### config.mk
export PLATFORM = sky130hd
export DESIGN_NAME = dic_irq_ctl
export DESIGN_NICKNAME = d
export VERILOG_FILES = /design/src/common/dic_pkg.sv /design/src/rtl/dic_event_detect.sv /design/src/rtl/dic_watchdog.sv /design/src/rtl/dic_irq_ctl.sv
export SDC_FILE = /design/constraint.sdc
export NUM_CORES = 1
export LEC_CHECK = 0
export ABC_AREA = 1
export BUFFER_PORTS_ARGS = -buffer_cell sky130_fd_sc_hd__buf_2
export CORE_UTILIZATION = 45
export DETAILED_ROUTE_END_ITERATION = 8
export HOLD_SLACK_MARGIN = 0.15
export MAX_ROUTING_LAYER = met4
export PLACE_DENSITY = 0.74
export SLEW_MARGIN = 15
export SYNTH_ARGS = -nofsm -noshare
export SYNTH_HDL_FRONTEND = slang
export SYNTH_SLANG_ARGS = --single-unit
### constraint.sdc
create_clock -name ref_clk -period 1.81 [get_ports ref_clk]
set_clock_uncertainty 0.05 [all_clocks]
set_input_delay 0.181 -clock ref_clk [delete_from_list [all_inputs] [get_ports ref_clk]]
set_output_delay 0.181 -clock ref_clk [all_outputs]
set_load 0.01 [all_outputs]
### src/common/dic_pkg.sv
package dic_pkg;
   // ------------------------------------------------------------
   // clock and watchdog timing
   // ------------------------------------------------------------
   localparam int unsigned CLK_HZ        = 40_000_000;
   localparam int unsigned WDOG_WINDOW_S = 4;
   localparam int unsigned WDOG_CYCLES   = WDOG_WINDOW_S * CLK_HZ;
   localparam int unsigned WDOG_CNT_W    = 28;

   // ------------------------------------------------------------
   // register indices, byte address is four times the index
   // ------------------------------------------------------------
   localparam int unsigned ADDR_W       = 8;
   localparam logic [3:0]  REG_CTL2_IDX = 4'h2;
   localparam logic [3:0]  REG_MASK_IDX = 4'h3;
   localparam logic [3:0]  REG_SRC_IDX  = 4'h4;
   localparam logic [3:0]  REG_HOOK_IDX = 4'h5;

   // control_two fields
   localparam int unsigned CTL2_PIN_SEL   = 7;
   localparam int unsigned CTL2_POLARITY  = 6;
   localparam int unsigned CTL2_WDOG_ON   = 4;
   localparam int unsigned CTL2_RING_BOTH = 2;
   localparam int unsigned CTL2_HYBRID    = 1;
   localparam int unsigned CTL2_RX_ON     = 0;
   localparam logic [7:0]  CTL2_RW_BITS   = 8'hD7;
   localparam logic [7:0]  CTL2_RST       = 8'h00;
   localparam logic [7:0]  MASK_RST       = 8'h00;
   localparam logic [7:0]  SRC_RST        = 8'h00;

   // hook register field
   localparam int unsigned HOOK_OFFHOOK = 0;
   localparam logic        HOOK_RST     = 1'b0;

   // source flag positions, shared by mask and source registers
   localparam int unsigned EV_RING     = 7;
   localparam int unsigned EV_RX_OVL   = 6;
   localparam int unsigned EV_FRAME    = 5;
   localparam int unsigned EV_BILLING  = 4;
   localparam int unsigned EV_DROPOUT  = 3;
   localparam int unsigned EV_LOOP_MAX = 2;
   localparam int unsigned EV_TIP_GND  = 1;
   localparam int unsigned EV_POL_FLIP = 0;

   // bus encodings
   localparam logic [1:0] HTRANS_NONSEQ = 2'h2;
   localparam logic       HRESP_OKAY    = 1'h0;

   localparam int unsigned LCS_W = 5;

   typedef struct packed {
      logic             ring_active;
      logic             rx_overload;
      logic             frame_lost;
      logic             billing_tone;
      logic             dropout;
      logic [LCS_W-1:0] loop_current_field;
      logic             tip_ground_status;
      logic             line_voltage_msb;
   } dic_line_ev_t;

   typedef struct packed {
      logic              hsel;
      logic [ADDR_W-1:0] haddr;
      logic [1:0]        htrans;
      logic              hwrite;
      logic [2:0]        hsize;
      logic [31:0]       hwdata;
      logic              hready;
   } dic_ahb_req_t;
endpackage

### src/rtl/dic_event_detect.sv
`timescale 1ns/1ps
module dic_event_detect
   import dic_pkg::*;
#(
   parameter bit POL_SUPPORT = 1'b1
)(
   input  wire logic         ref_clk,
   input  wire logic         rst_n,
   input  wire dic_line_ev_t line_ev,
   input  wire logic         ring_both,
   output logic [7:0]        set_pulse
);
   // ------------------------------------------------------------
   // previous samples of each line condition
   // ------------------------------------------------------------
   dic_line_ev_t prev_q;
   logic         lcs_max_now;
   logic         lcs_max_prev;
   logic         primed_q;

   always_ff @(posedge ref_clk or negedge rst_n)
   begin
      if (!rst_n)
         prev_q <= '0;
      else
         prev_q <= line_ev;
   end

   assign lcs_max_now  = &line_ev.loop_current_field;
   assign lcs_max_prev = &prev_q.loop_current_field;

   // first edge after reset only primes the history, so a line
   // voltage bit already high is not taken for a reversal
   always_ff @(posedge ref_clk or negedge rst_n)
   begin
      if (!rst_n)
         primed_q <= 1'b0;
      else
         primed_q <= 1'b1;
   end

   // one pulse per new condition, level inputs would otherwise refire
   always_comb
   begin
      set_pulse = '0;
      set_pulse[EV_RING] = (line_ev.ring_active && !prev_q.ring_active)
                         || (ring_both && !line_ev.ring_active && prev_q.ring_active);
      set_pulse[EV_RX_OVL]   = line_ev.rx_overload && !prev_q.rx_overload;
      set_pulse[EV_FRAME]    = line_ev.frame_lost && !prev_q.frame_lost;
      set_pulse[EV_BILLING]  = line_ev.billing_tone && !prev_q.billing_tone;
      set_pulse[EV_DROPOUT]  = line_ev.dropout && !prev_q.dropout;
      set_pulse[EV_LOOP_MAX] = lcs_max_now && !lcs_max_prev;
      set_pulse[EV_TIP_GND]  = line_ev.tip_ground_status && !prev_q.tip_ground_status;
      // either direction of the polarity bit is a reversal
      set_pulse[EV_POL_FLIP] = POL_SUPPORT && primed_q
                             && (line_ev.line_voltage_msb != prev_q.line_voltage_msb);
   end
endmodule // dic_event_detect

### src/rtl/dic_watchdog.sv
`timescale 1ns/1ps
module dic_watchdog
   import dic_pkg::*;
#(
   parameter int unsigned CYCLES = WDOG_CYCLES,
   parameter int unsigned CNT_W  = WDOG_CNT_W
)(
   input  wire logic ref_clk,
   input  wire logic rst_n,
   input  wire logic enable,
   input  wire logic access,
   output logic      timeout
);
   localparam logic [CNT_W-1:0] LAST = CNT_W'(CYCLES - 1);

   logic [CNT_W-1:0] count_q;

   // ------------------------------------------------------------
   // window counter, restarted by every register access
   // ------------------------------------------------------------
   always_ff @(posedge ref_clk or negedge rst_n)
   begin
      if (!rst_n)
         count_q <= '0;
      else if (!enable || access || count_q == LAST)
         count_q <= '0;
      else
         count_q <= count_q + 1'b1;
   end

   // pulse when the whole window passed with no access
   always_ff @(posedge ref_clk or negedge rst_n)
   begin
      if (!rst_n)
         timeout <= 1'b0;
      else
         timeout <= enable && !access && count_q == LAST;
   end

   wdog_restart_a: assert property (@(posedge ref_clk) disable iff (!rst_n)
      access |=> count_q == '0 && !timeout)
      else $error("watchdog not restarted by access");
endmodule // dic_watchdog

### src/rtl/dic_irq_ctl.sv
// Our own choice: the AHB-Lite register port.
`timescale 1ns/1ps
// How it works
// - select bit picks interrupt or monitor output
// - polarity bit 0 low, 1 high active
// - watchdog enable cleared only by reset
// - no access for 4 s forces on-hook
// - any register access restarts watchdog count
// - timeout clears off-hook bit, rewrite restores
// - ring flag at burst start, optionally end
// - hybrid bit connects echo hybrid when 1
// - receive bit enables receive path when 1
// - ring mask gates ring interrupt
// - overload mask gates receive overload interrupt
// - frame mask gates frame-lock loss interrupt
// - billing mask gates billing tone interrupt
// - dropout mask gates supply dropout interrupt
// - loop mask gates all-ones loop current
// - tip mask gates tip-ground interrupt
// - polarity flag from line voltage bit changes
// - flags stay set until written zero
// - pin interrupts need flag, mask, select
module dic_irq_ctl
   import dic_pkg::*;
#(
   parameter int unsigned WDOG_LEN    = WDOG_CYCLES,
   parameter bit          POL_SUPPORT = 1'b1
)(
   input  wire logic         ref_clk,
   input  wire logic         rst_n,
   input  wire dic_ahb_req_t ahb_req,
   output logic              hreadyout,
   output logic              hresp,
   output logic [31:0]       hrdata,
   input  wire dic_line_ev_t line_ev,
   input  wire logic         monitor_stream,
   output logic              monitor_or_irq_pin,
   output logic              offhook_ctl,
   output logic              hybrid_connect,
   output logic              rx_path_on
);
   // ------------------------------------------------------------
   // state
   // ------------------------------------------------------------
   logic [7:0] ctl2_q;
   logic [7:0] mask_q;
   logic [7:0] flags_q;
   logic       offhook_q;
   logic       wr_pend_q;
   logic [3:0] wr_idx_q;
   logic       rd_late_q;
   logic [3:0] rd_idx_q;
   logic [7:0] set_pulse;
   logic       wd_timeout;
   logic       addr_ok;
   logic       access;
   logic       rd_now;
   logic       any_irq;
   logic [3:0] req_idx;
   logic [7:0] wbyte;

   // decode the register index from a byte address, zero when misaligned or above 0x3F
   function automatic logic [3:0] reg_index(input logic [ADDR_W-1:0] a);
      logic [3:0] idx;
      idx = a[5:2];
      if (a[ADDR_W-1:6] != '0 || a[1:0] != 2'h0)
         return 4'h0;
      return idx;
   endfunction

   function automatic logic mapped(input logic [3:0] idx);
      return idx == REG_CTL2_IDX || idx == REG_MASK_IDX
          || idx == REG_SRC_IDX || idx == REG_HOOK_IDX;
   endfunction

   // readback, reserved bits of control_two read as zero
   function automatic logic [7:0] read_mux(input logic [3:0] idx, input logic [7:0] c,
                                           input logic [7:0] m, input logic [7:0] f,
                                           input logic h);
      logic [7:0] v;
      v = 8'h00;
      unique case (idx)
         REG_CTL2_IDX: v = c & CTL2_RW_BITS;
         REG_MASK_IDX: v = m;
         REG_SRC_IDX:  v = f;
         REG_HOOK_IDX: v = {7'h00, h};
         default:      v = 8'h00;
      endcase
      return v;
   endfunction

   // ------------------------------------------------------------
   // bus address phase
   // ------------------------------------------------------------
   assign req_idx = reg_index(ahb_req.haddr);
   assign addr_ok = ahb_req.hsel && ahb_req.hready && ahb_req.htrans == HTRANS_NONSEQ;
   assign access  = addr_ok && mapped(req_idx);
   assign rd_now  = addr_ok && !ahb_req.hwrite;
   assign wbyte   = ahb_req.hwdata[7:0];

   // writes land in the data phase, so remember where they go
   always_ff @(posedge ref_clk or negedge rst_n)
   begin
      if (!rst_n)
      begin
         wr_pend_q <= 1'b0;
         wr_idx_q  <= 4'h0;
      end
      else
      begin
         wr_pend_q <= addr_ok && ahb_req.hwrite && mapped(req_idx);
         wr_idx_q  <= req_idx;
      end
   end

   // a read right behind a write waits one cycle so it sees the new value
   always_ff @(posedge ref_clk or negedge rst_n)
   begin
      if (!rst_n)
      begin
         rd_late_q <= 1'b0;
         rd_idx_q  <= 4'h0;
         hreadyout <= 1'b1;
         hrdata    <= '0;
      end
      else if (rd_late_q)
      begin
         rd_late_q <= 1'b0;
         hreadyout <= 1'b1;
         hrdata    <= {24'h000000, read_mux(rd_idx_q, ctl2_q, mask_q, flags_q, offhook_q)};
      end
      else if (rd_now && wr_pend_q)
      begin
         rd_late_q <= 1'b1;
         rd_idx_q  <= req_idx;
         hreadyout <= 1'b0;
      end
      else if (rd_now)
         hrdata <= {24'h000000, read_mux(req_idx, ctl2_q, mask_q, flags_q, offhook_q)};
   end

   // only OKAY is ever answered, unmapped reads return zero
   always_ff @(posedge ref_clk or negedge rst_n)
   begin
      if (!rst_n)
         hresp <= HRESP_OKAY;
      else
         hresp <= HRESP_OKAY;
   end

   // ------------------------------------------------------------
   // control and mask registers
   // ------------------------------------------------------------
   // watchdog enable is set-only from software, so a runaway
   // driver cannot disable the safety net it depends on
   always_ff @(posedge ref_clk or negedge rst_n)
   begin
      if (!rst_n)
         ctl2_q <= CTL2_RST;
      else if (wr_pend_q && wr_idx_q == REG_CTL2_IDX)
      begin
         ctl2_q <= wbyte & CTL2_RW_BITS;
         ctl2_q[CTL2_WDOG_ON] <= wbyte[CTL2_WDOG_ON] || ctl2_q[CTL2_WDOG_ON];
      end
   end

   always_ff @(posedge ref_clk or negedge rst_n)
   begin
      if (!rst_n)
         mask_q <= MASK_RST;
      else if (wr_pend_q && wr_idx_q == REG_MASK_IDX)
         mask_q <= wbyte;
   end

   // ------------------------------------------------------------
   // hook control and watchdog
   // ------------------------------------------------------------
   dic_watchdog #(
      .CYCLES (WDOG_LEN),
      .CNT_W  (WDOG_CNT_W)
   ) u_wdog (
      .ref_clk (ref_clk),
      .rst_n   (rst_n),
      .enable  (ctl2_q[CTL2_WDOG_ON]),
      .access  (access),
      .timeout (wd_timeout)
   );

   // timeout and a hook write never meet, the write's access restarts the window
   always_ff @(posedge ref_clk or negedge rst_n)
   begin
      if (!rst_n)
         offhook_q <= HOOK_RST;
      else if (wd_timeout)
         offhook_q <= 1'b0;
      else if (wr_pend_q && wr_idx_q == REG_HOOK_IDX)
         offhook_q <= wbyte[HOOK_OFFHOOK];
   end

   // ------------------------------------------------------------
   // watchdog reference for the checks
   // ------------------------------------------------------------
   // counts quiet cycles on its own, so the window check does not
   // lean on the very counter it is meant to judge
   localparam logic [WDOG_CNT_W-1:0] QUIET_LEN = WDOG_CNT_W'(WDOG_LEN);

   logic [WDOG_CNT_W-1:0] quiet_q;

   always_ff @(posedge ref_clk or negedge rst_n)
   begin
      if (!rst_n)
         quiet_q <= '0;
      else if (!ctl2_q[CTL2_WDOG_ON] || access)
         quiet_q <= '0;
      else if (wd_timeout)
         quiet_q <= WDOG_CNT_W'(1);
      else
         quiet_q <= quiet_q + 1'b1;
   end

   // ------------------------------------------------------------
   // event flags
   // ------------------------------------------------------------
   dic_event_detect #(
      .POL_SUPPORT (POL_SUPPORT)
   ) u_events (
      .ref_clk   (ref_clk),
      .rst_n     (rst_n),
      .line_ev   (line_ev),
      .ring_both (ctl2_q[CTL2_RING_BOTH]),
      .set_pulse (set_pulse)
   );

   // writing 0 clears, writing 1 keeps; a new event beats the clear.
   // the end-of-burst ring event is lost if the host has not
   // cleared the start flag in time, since it is already set
   always_ff @(posedge ref_clk or negedge rst_n)
   begin
      if (!rst_n)
         flags_q <= SRC_RST;
      else if (wr_pend_q && wr_idx_q == REG_SRC_IDX)
         flags_q <= (flags_q & wbyte) | set_pulse;
      else
         flags_q <= flags_q | set_pulse;
   end

   // ------------------------------------------------------------
   // shared pin and path outputs
   // ------------------------------------------------------------
   assign any_irq = |(flags_q & mask_q);

   // pin stays registered in both modes to avoid glitches on a switch
   always_ff @(posedge ref_clk or negedge rst_n)
   begin
      if (!rst_n)
         monitor_or_irq_pin <= 1'b0;
      else if (ctl2_q[CTL2_PIN_SEL])
         monitor_or_irq_pin <= ctl2_q[CTL2_POLARITY] ? any_irq : !any_irq;
      else
         monitor_or_irq_pin <= monitor_stream;
   end

   always_ff @(posedge ref_clk or negedge rst_n)
   begin
      if (!rst_n)
      begin
         offhook_ctl    <= HOOK_RST;
         hybrid_connect <= 1'b0;
         rx_path_on     <= 1'b0;
      end
      else
      begin
         offhook_ctl    <= offhook_q;
         hybrid_connect <= ctl2_q[CTL2_HYBRID];
         rx_path_on     <= ctl2_q[CTL2_RX_ON];
      end
   end

   // ------------------------------------------------------------
   // checks
   // ------------------------------------------------------------
   irq_polarity_a: assert property (@(posedge ref_clk) disable iff (!rst_n)
      ctl2_q[CTL2_PIN_SEL] |=> monitor_or_irq_pin
         == ($past(ctl2_q[CTL2_POLARITY]) ? $past(any_irq) : !$past(any_irq)))
      else $error("interrupt pin polarity wrong");

   monitor_pass_a: assert property (@(posedge ref_clk) disable iff (!rst_n)
      !ctl2_q[CTL2_PIN_SEL] |=> monitor_or_irq_pin == $past(monitor_stream))
      else $error("monitor stream not on pin");

   mask_gate_a: assert property (@(posedge ref_clk) disable iff (!rst_n)
      (ctl2_q[CTL2_PIN_SEL] && (flags_q & mask_q) == 8'h00)
         |=> monitor_or_irq_pin == !$past(ctl2_q[CTL2_POLARITY]))
      else $error("masked flag drove the pin");

   wdog_sticky_a: assert property (@(posedge ref_clk) disable iff (!rst_n)
      ctl2_q[CTL2_WDOG_ON] |=> ctl2_q[CTL2_WDOG_ON])
      else $error("watchdog enable was cleared");

   wdog_onhook_a: assert property (@(posedge ref_clk) disable iff (!rst_n)
      wd_timeout |=> !offhook_q ##1 !offhook_ctl)
      else $error("timeout did not force on-hook");

   ring_start_a: assert property (@(posedge ref_clk) disable iff (!rst_n)
      $rose(line_ev.ring_active) |=> flags_q[EV_RING])
      else $error("ring start not flagged");

   ring_end_a: assert property (@(posedge ref_clk) disable iff (!rst_n)
      ($fell(line_ev.ring_active) && ctl2_q[CTL2_RING_BOTH]) |=> flags_q[EV_RING])
      else $error("ring end not flagged");

   flag_hold_a: assert property (@(posedge ref_clk) disable iff (!rst_n)
      !(wr_pend_q && wr_idx_q == REG_SRC_IDX) |=> (flags_q & $past(flags_q)) == $past(flags_q))
      else $error("flag dropped without a clear");

   path_bits_a: assert property (@(posedge ref_clk) disable iff (!rst_n)
      1'b1 |=> hybrid_connect == $past(ctl2_q[CTL2_HYBRID])
               && rx_path_on == $past(ctl2_q[CTL2_RX_ON]))
      else $error("path controls not following register");

   wdog_window_a: assert property (@(posedge ref_clk) disable iff (!rst_n)
      wd_timeout == (quiet_q == QUIET_LEN))
      else $error("watchdog window length wrong");

   hook_write_a: assert property (@(posedge ref_clk) disable iff (!rst_n)
      (wr_pend_q && wr_idx_q == REG_HOOK_IDX) |=> offhook_q == $past(wbyte[HOOK_OFFHOOK]))
      else $error("hook write not taken");

   flag_set_a: assert property (@(posedge ref_clk) disable iff (!rst_n)
      (set_pulse != 8'h00) |=> (flags_q & $past(set_pulse)) == $past(set_pulse))
      else $error("event lost against a clear");

   pol_flip_a: assert property (@(posedge ref_clk) disable iff (!rst_n)
      (POL_SUPPORT && $past(rst_n) && $changed(line_ev.line_voltage_msb))
         |=> flags_q[EV_POL_FLIP])
      else $error("polarity reversal not flagged");

   loop_max_a: assert property (@(posedge ref_clk) disable iff (!rst_n)
      $rose(&line_ev.loop_current_field) |=> flags_q[EV_LOOP_MAX])
      else $error("loop current maximum not flagged");

   tip_ground_a: assert property (@(posedge ref_clk) disable iff (!rst_n)
      $rose(line_ev.tip_ground_status) |=> flags_q[EV_TIP_GND])
      else $error("tip ground not flagged");
endmodule // dic_irq_ctl

# After elaboration in Yosys (flattened, before gate mapping)
# Cells that the tools add are included.
# W data, S select, Z words.
# totals
register_bits	112
in_bits	63
out_inout_bits	38
wordCells	118
# classes
n_addsub	1
eq_ne	16
mux	18
bitwise	5
n_reduce_logical	53
# ops
cell	count
$mux W32	3
$pmux W8 S4	2
$add A28 B1 Y28 const B	1
$eq A28 B28 Y1 const B	1
$mux W28	1
$eq A4 B2 Y1 const B	6
$eq A4 B3 Y1 const B	6
$logic_and A1 B1 Y1	23
$and A8 B8 Y8	2
$or A8 B8 Y8	2
$logic_not A1 Y1	12
$reduce_and A5 Y1	2
$reduce_bool A2 Y1	5
$mux W1	9
$logic_or A1 B1 Y1	8
$mux W4	2
$mux W8	1
$reduce_or A8 Y1	1
$reduce_and A2 Y1	2
$eq A2 B2 Y1 const B	1
$ne A2 B2 Y1 const B	1
$ne A1 B1 Y1	1
$not A1 Y1	1

# Depth between registers and ports, before layout
# logic_depth
depth_word	12
mapped_depth	9
ltp_nobuf	9

# Hierarchy
# Synthesis repeated with hierarchy kept, for this count alone.
# hier_totals
cells_unflattened	619
hier_area_um2	4779.6
# by_module_without_submodules
mod	n_inst	cells_per_inst	area_per_inst_um2	seq_area_each_um2
dic_irq_ctl	1	315	2487.4	1152.4
dic_watchdog	1	263	1855.5	725.7
dic_event_detect	1	41	436.7	325.3

# Least setup slack after synthesis
# OpenSTA, ideal clock, no wires.
# synth_timing
path_kind	register to register
from	reg u_wdog.count_q[0]
to	reg u_wdog.count_q[0]
setup_time_ps	121
arrival_time_ps	1335
required_ps	1639
path_slack_ps	304
path_stages_with_launch	8
path_buffers	1
period_less_slack_ps	1506
cell_sequence	dfrtp_1 ha_1 nand4_1 nor2_1 nand2_1 nand3_4 buf_6 nor2_1
# synth_between
elab_chain_cells	3
word_cells_on_any_way	4
classes_between	add/sub (1); eq/ne (1); mux (1); reduce/logical (1)
# synth_rtl
item	line_no	source
start, declared	dic_watchdog.sv:16	logic [CNT_W-1:0] count_q;
start signal, assigned	dic_watchdog.sv:28	count_q <= count_q + 1'b1;
branches (longest 2 deep; another with $add A28 B1 Y28)	--	
$mux W28 (*)	dic_watchdog.sv:25	else if (!enable || access || count_q == LAST)
# Mark *: on every way between the ends.
# A chain may end at the register's enable or synchronous reset.

# Final worst setup path
# layout_timing
from	reg u_wdog.count_q[4]
to	reg u_wdog.count_q[0]
# layout_between
elab_chain_cells	3
# layout_rtl
item	line_no
$eq A28 B28 Y1	dic_watchdog.sv:25
$logic_or A1 B1 Y1	dic_watchdog.sv:25
$mux W28	dic_watchdog.sv:25
# No other way between the ends.

==> impl_metrics.tcl <==
set metrics [dict create \
    fillers 949 \
    n_antenna_cell 0 \
    area_growth_syn_to_layout_pct 18.7 \
    slew_headroom 0.264 \
    drt-initial-drc-count 304 \
    r2r_cells 7 \
    p_total_uw 3830 \
    outcome "finished clean" \
    dr.max_layer_used "met4" \
    met1Wirelength_um 5060 \
    grt_pass1_vias 3942 \
    max_slew.worst_pin.slew_ps 1100 \
    grt_max_degree 89 \
    clk_latency_ps 370 \
    start_util 0.465 \
    r2r_end "u_wdog.count_q[0]" \
    cts-root-buf "clkbuf_8" \
    post_cts_buffers 0 \
    p_per_area_nw_per_um2 705 \
    hold_end "rd_late_q" \
    setup_slack_ps 153 \
    die-width_um 103 \
    preCtsSetupSlack_ps -0.449 \
    nets 723 \
    numClockSinks 88 \
    hold_class "input port to register" \
    numCtsBuffers 9 \
    rr_startpoint "u_wdog.count_q[4]" \
    fin_util 0.552 \
    crit_path_start_kind "register" \
    final_cell_area_um2 5420 \
    ys_warn_count 0 \
    dr_wl_met2_um 5320 \
    setup_viol 0 \
    final_antenna_net_count 0 \
    async_flop_share 1.00 \
    worstPathRequired_ps 2010 \
    rsz0062_at_grt "no" \
    dr.pass1.iters 5 \
    wl_met3_um 639 \
    synth_ff_type "dfrtp_1" \
    drive_gt1_frac 0.136 \
    finalCriticalPeriod_ps 1660 \
    overflow 0 \
    syn_inst 573 \
    finalHoldViolations 0 \
    avgViaCountPerCell 5.25 \
    clkTransAtPathRegs_ps 80 \
    cp_max_fo 7 \
    holdPathStages 5 \
    netlist_area_um2 4570 \
    io_pins 101 \
    cts_buffer_depth 2 \
    dieHeight_um 103 \
    grt_pass1_wl_um 18400 \
    r2r_slack_ps 150 \
    routed_wl_um 11300 \
    num_rows 36 \
    irDropWorstVdd_mv 0.348 \
    cp-end-kind "register" \
    slew_violations 0 \
    layout_common_cells "118 x nand2_1, 87 x dfrtp_1, 76 x nor2_1, 65 x inv_1, 47 x buf_2" \
    critPathLaunch "u_wdog.count_q[4]" \
    ys_seq_elements 88 \
    maxCapViolations 0 \
    dpl_cell_area_um2 4900 \
    drc 0 \
    place_congestion 0.938 \
    multi_input_area_um2 2020 \
    antenna_found_initial 0 \
    synth-edff-count 0 \
    cts_max_level 3 \
    routedWlPerCell_um 14.1 \
    seq_area_um2 2200 \
    period_share 0.916 \
    worstHoldStart "ahb_req[0]" \
    dp_hpwl_um 7920 \
    arrival_ps 1860 \
    core_um2 9820 \
    grt_use_total 0.235 \
    leakage_uw 0.00250 \
    mostFrequentLayoutCell "nand2_1" \
    timing.fmax_mhz 603 \
    synth_area_per_cell_um2 7.97 \
    num_vias 4179 \
    critical_path_class "register to register" \
    die_area_um2 10600 \
    port-buffer-count 48 \
    yosysSeqAreaShare 0.482 \
    yosysUniqueCellTypes 32 \
    cts_tree "yes" \
]
==> layout make-up <==
| class | count | area share |
|---|---|---|
| Clock buffer | 10 | 0.0254 |
| Clock inverter | 5 | 0.0106 |
| Inverter | 66 | 0.0457 |
| Sequential cell | 88 | 0.406 |
| Tap cell | 133 | 0.0307 |
| Timing Repair Buffer | 84 | 0.109 |
| Multi-Input combinational cell | 410 | 0.372 |
==> state kept, by name, indices dropped and copies added (netlist names) <==
| signal | flops |
|---|---|
| rd_idx_q | 4 |
| flags_q | 8 |
| rx_path_on | 1 |
| ctl2_q | 6 |
| mask_q | 8 |
| wr_idx_q | 4 |
| monitor_or_irq_pin | 1 |
| u_events.primed_q | 1 |
| hreadyout | 1 |
| u_wdog.timeout | 1 |
| rd_late_q | 1 |
| u_wdog.count_q | 28 |
| u_events.prev_q | 12 |
| hrdata | 8 |
| offhook_ctl | 1 |
| offhook_q | 1 |
| wr_pend_q | 1 |
| hybrid_connect | 1 |
==> worst max-delay path, cell delays in order, from the launching register on <==
cell and delay, ps:
dfrtp_1 410, nand2_1 90, nor2_1 200, nand4_1 180
nor2_2 180, nand2_2 180, nand3_4 210, nor2_1 60
==> synth_stat cells, types with 2 or more instances <==
cell type / n / area, µm²
a22o_1: 3 / 26.3
a21oi_1: 17 / 85.1
clkbuf_1: 6 / 22.5
inv_1: 65 / 244
conb_1: 2 / 7.51
o211ai_1: 2 / 15.0
nand2_1: 119 / 447
nand2_2: 2 / 12.5
nand4_1: 30 / 188
o21ai_0: 33 / 165
buf_4: 25 / 188
nor2_2: 3 / 18.8
nor3_1: 15 / 75.1
nand3_1: 46 / 230
nor2_1: 77 / 289
buf_2: 3 / 15.0
mux2_2: 2 / 22.5
o21bai_1: 2 / 15.0
buf_6: 2 / 22.5
dfrtp_1: 87 / 2180
xnor2_1: 6 / 52.6
xor2_1: 16 / 140
==> what timing repair did <==
item	CTS	global route
hold buffers	27	0
resized for setup	0	5
hold endpoints to repair	128	0
setup endpoints to repair	0	28
==> logic make-up (layout without fill, tap and decap cells) <==
kind of cell,Yosys count,in the layout,share of synthesized area
fa+ha+maj,1,1,0.00274
buf+inv,102,165,0.108
other cells,2,26,0.00164
mux,2,2,0.00493
xor+xnor,22,22,0.0422
compound gates,59,59,0.0707
simple gates,297,300,0.287
flops,88,88,0.482
==> report_power, final <==
| part | total (µW) | internal (µW) | switching (µW) |
|---|---|---|---|
| Combinational | 365 | 151 | 214 |
| Sequential | 2100 | 2040 | 62.1 |
| Clock | 1360 | 668 | 692 |
| Total | 3830 | 2860 | 968 |
==> worst max-delay path by stage <==
stage                     cells past startpoint                 end  slack, ps
after global routing                          6  u_wdog.count_q[26]         30
after CTS                                     7  u_wdog.count_q[27]        100
final                                         7   u_wdog.count_q[0]        150
after detailed placement                      6           hrdata[1]       -0.4
after floorplan                               7   u_wdog.count_q[0]        300
after global placement                        6           hrdata[1]        100
==> metal layers <==
metal	global-route usage	up-vias
met5	-	-
met4	0.0921	0
met3	0.0434	21
met2	0.363	165
met1	0.306	2011
li1	-	1982
==> per-stage QoR <==
stage	hold WS (ps)	TNS, ps	std cells
after global routing	229	0	796
after floorplan	-165	0	597
after CTS	166	0	793
after detailed placement	205	-0.449	751
final	219	0	796
after global placement	202	0	751
No activity file was read; power rests on OpenSTA's default activity.
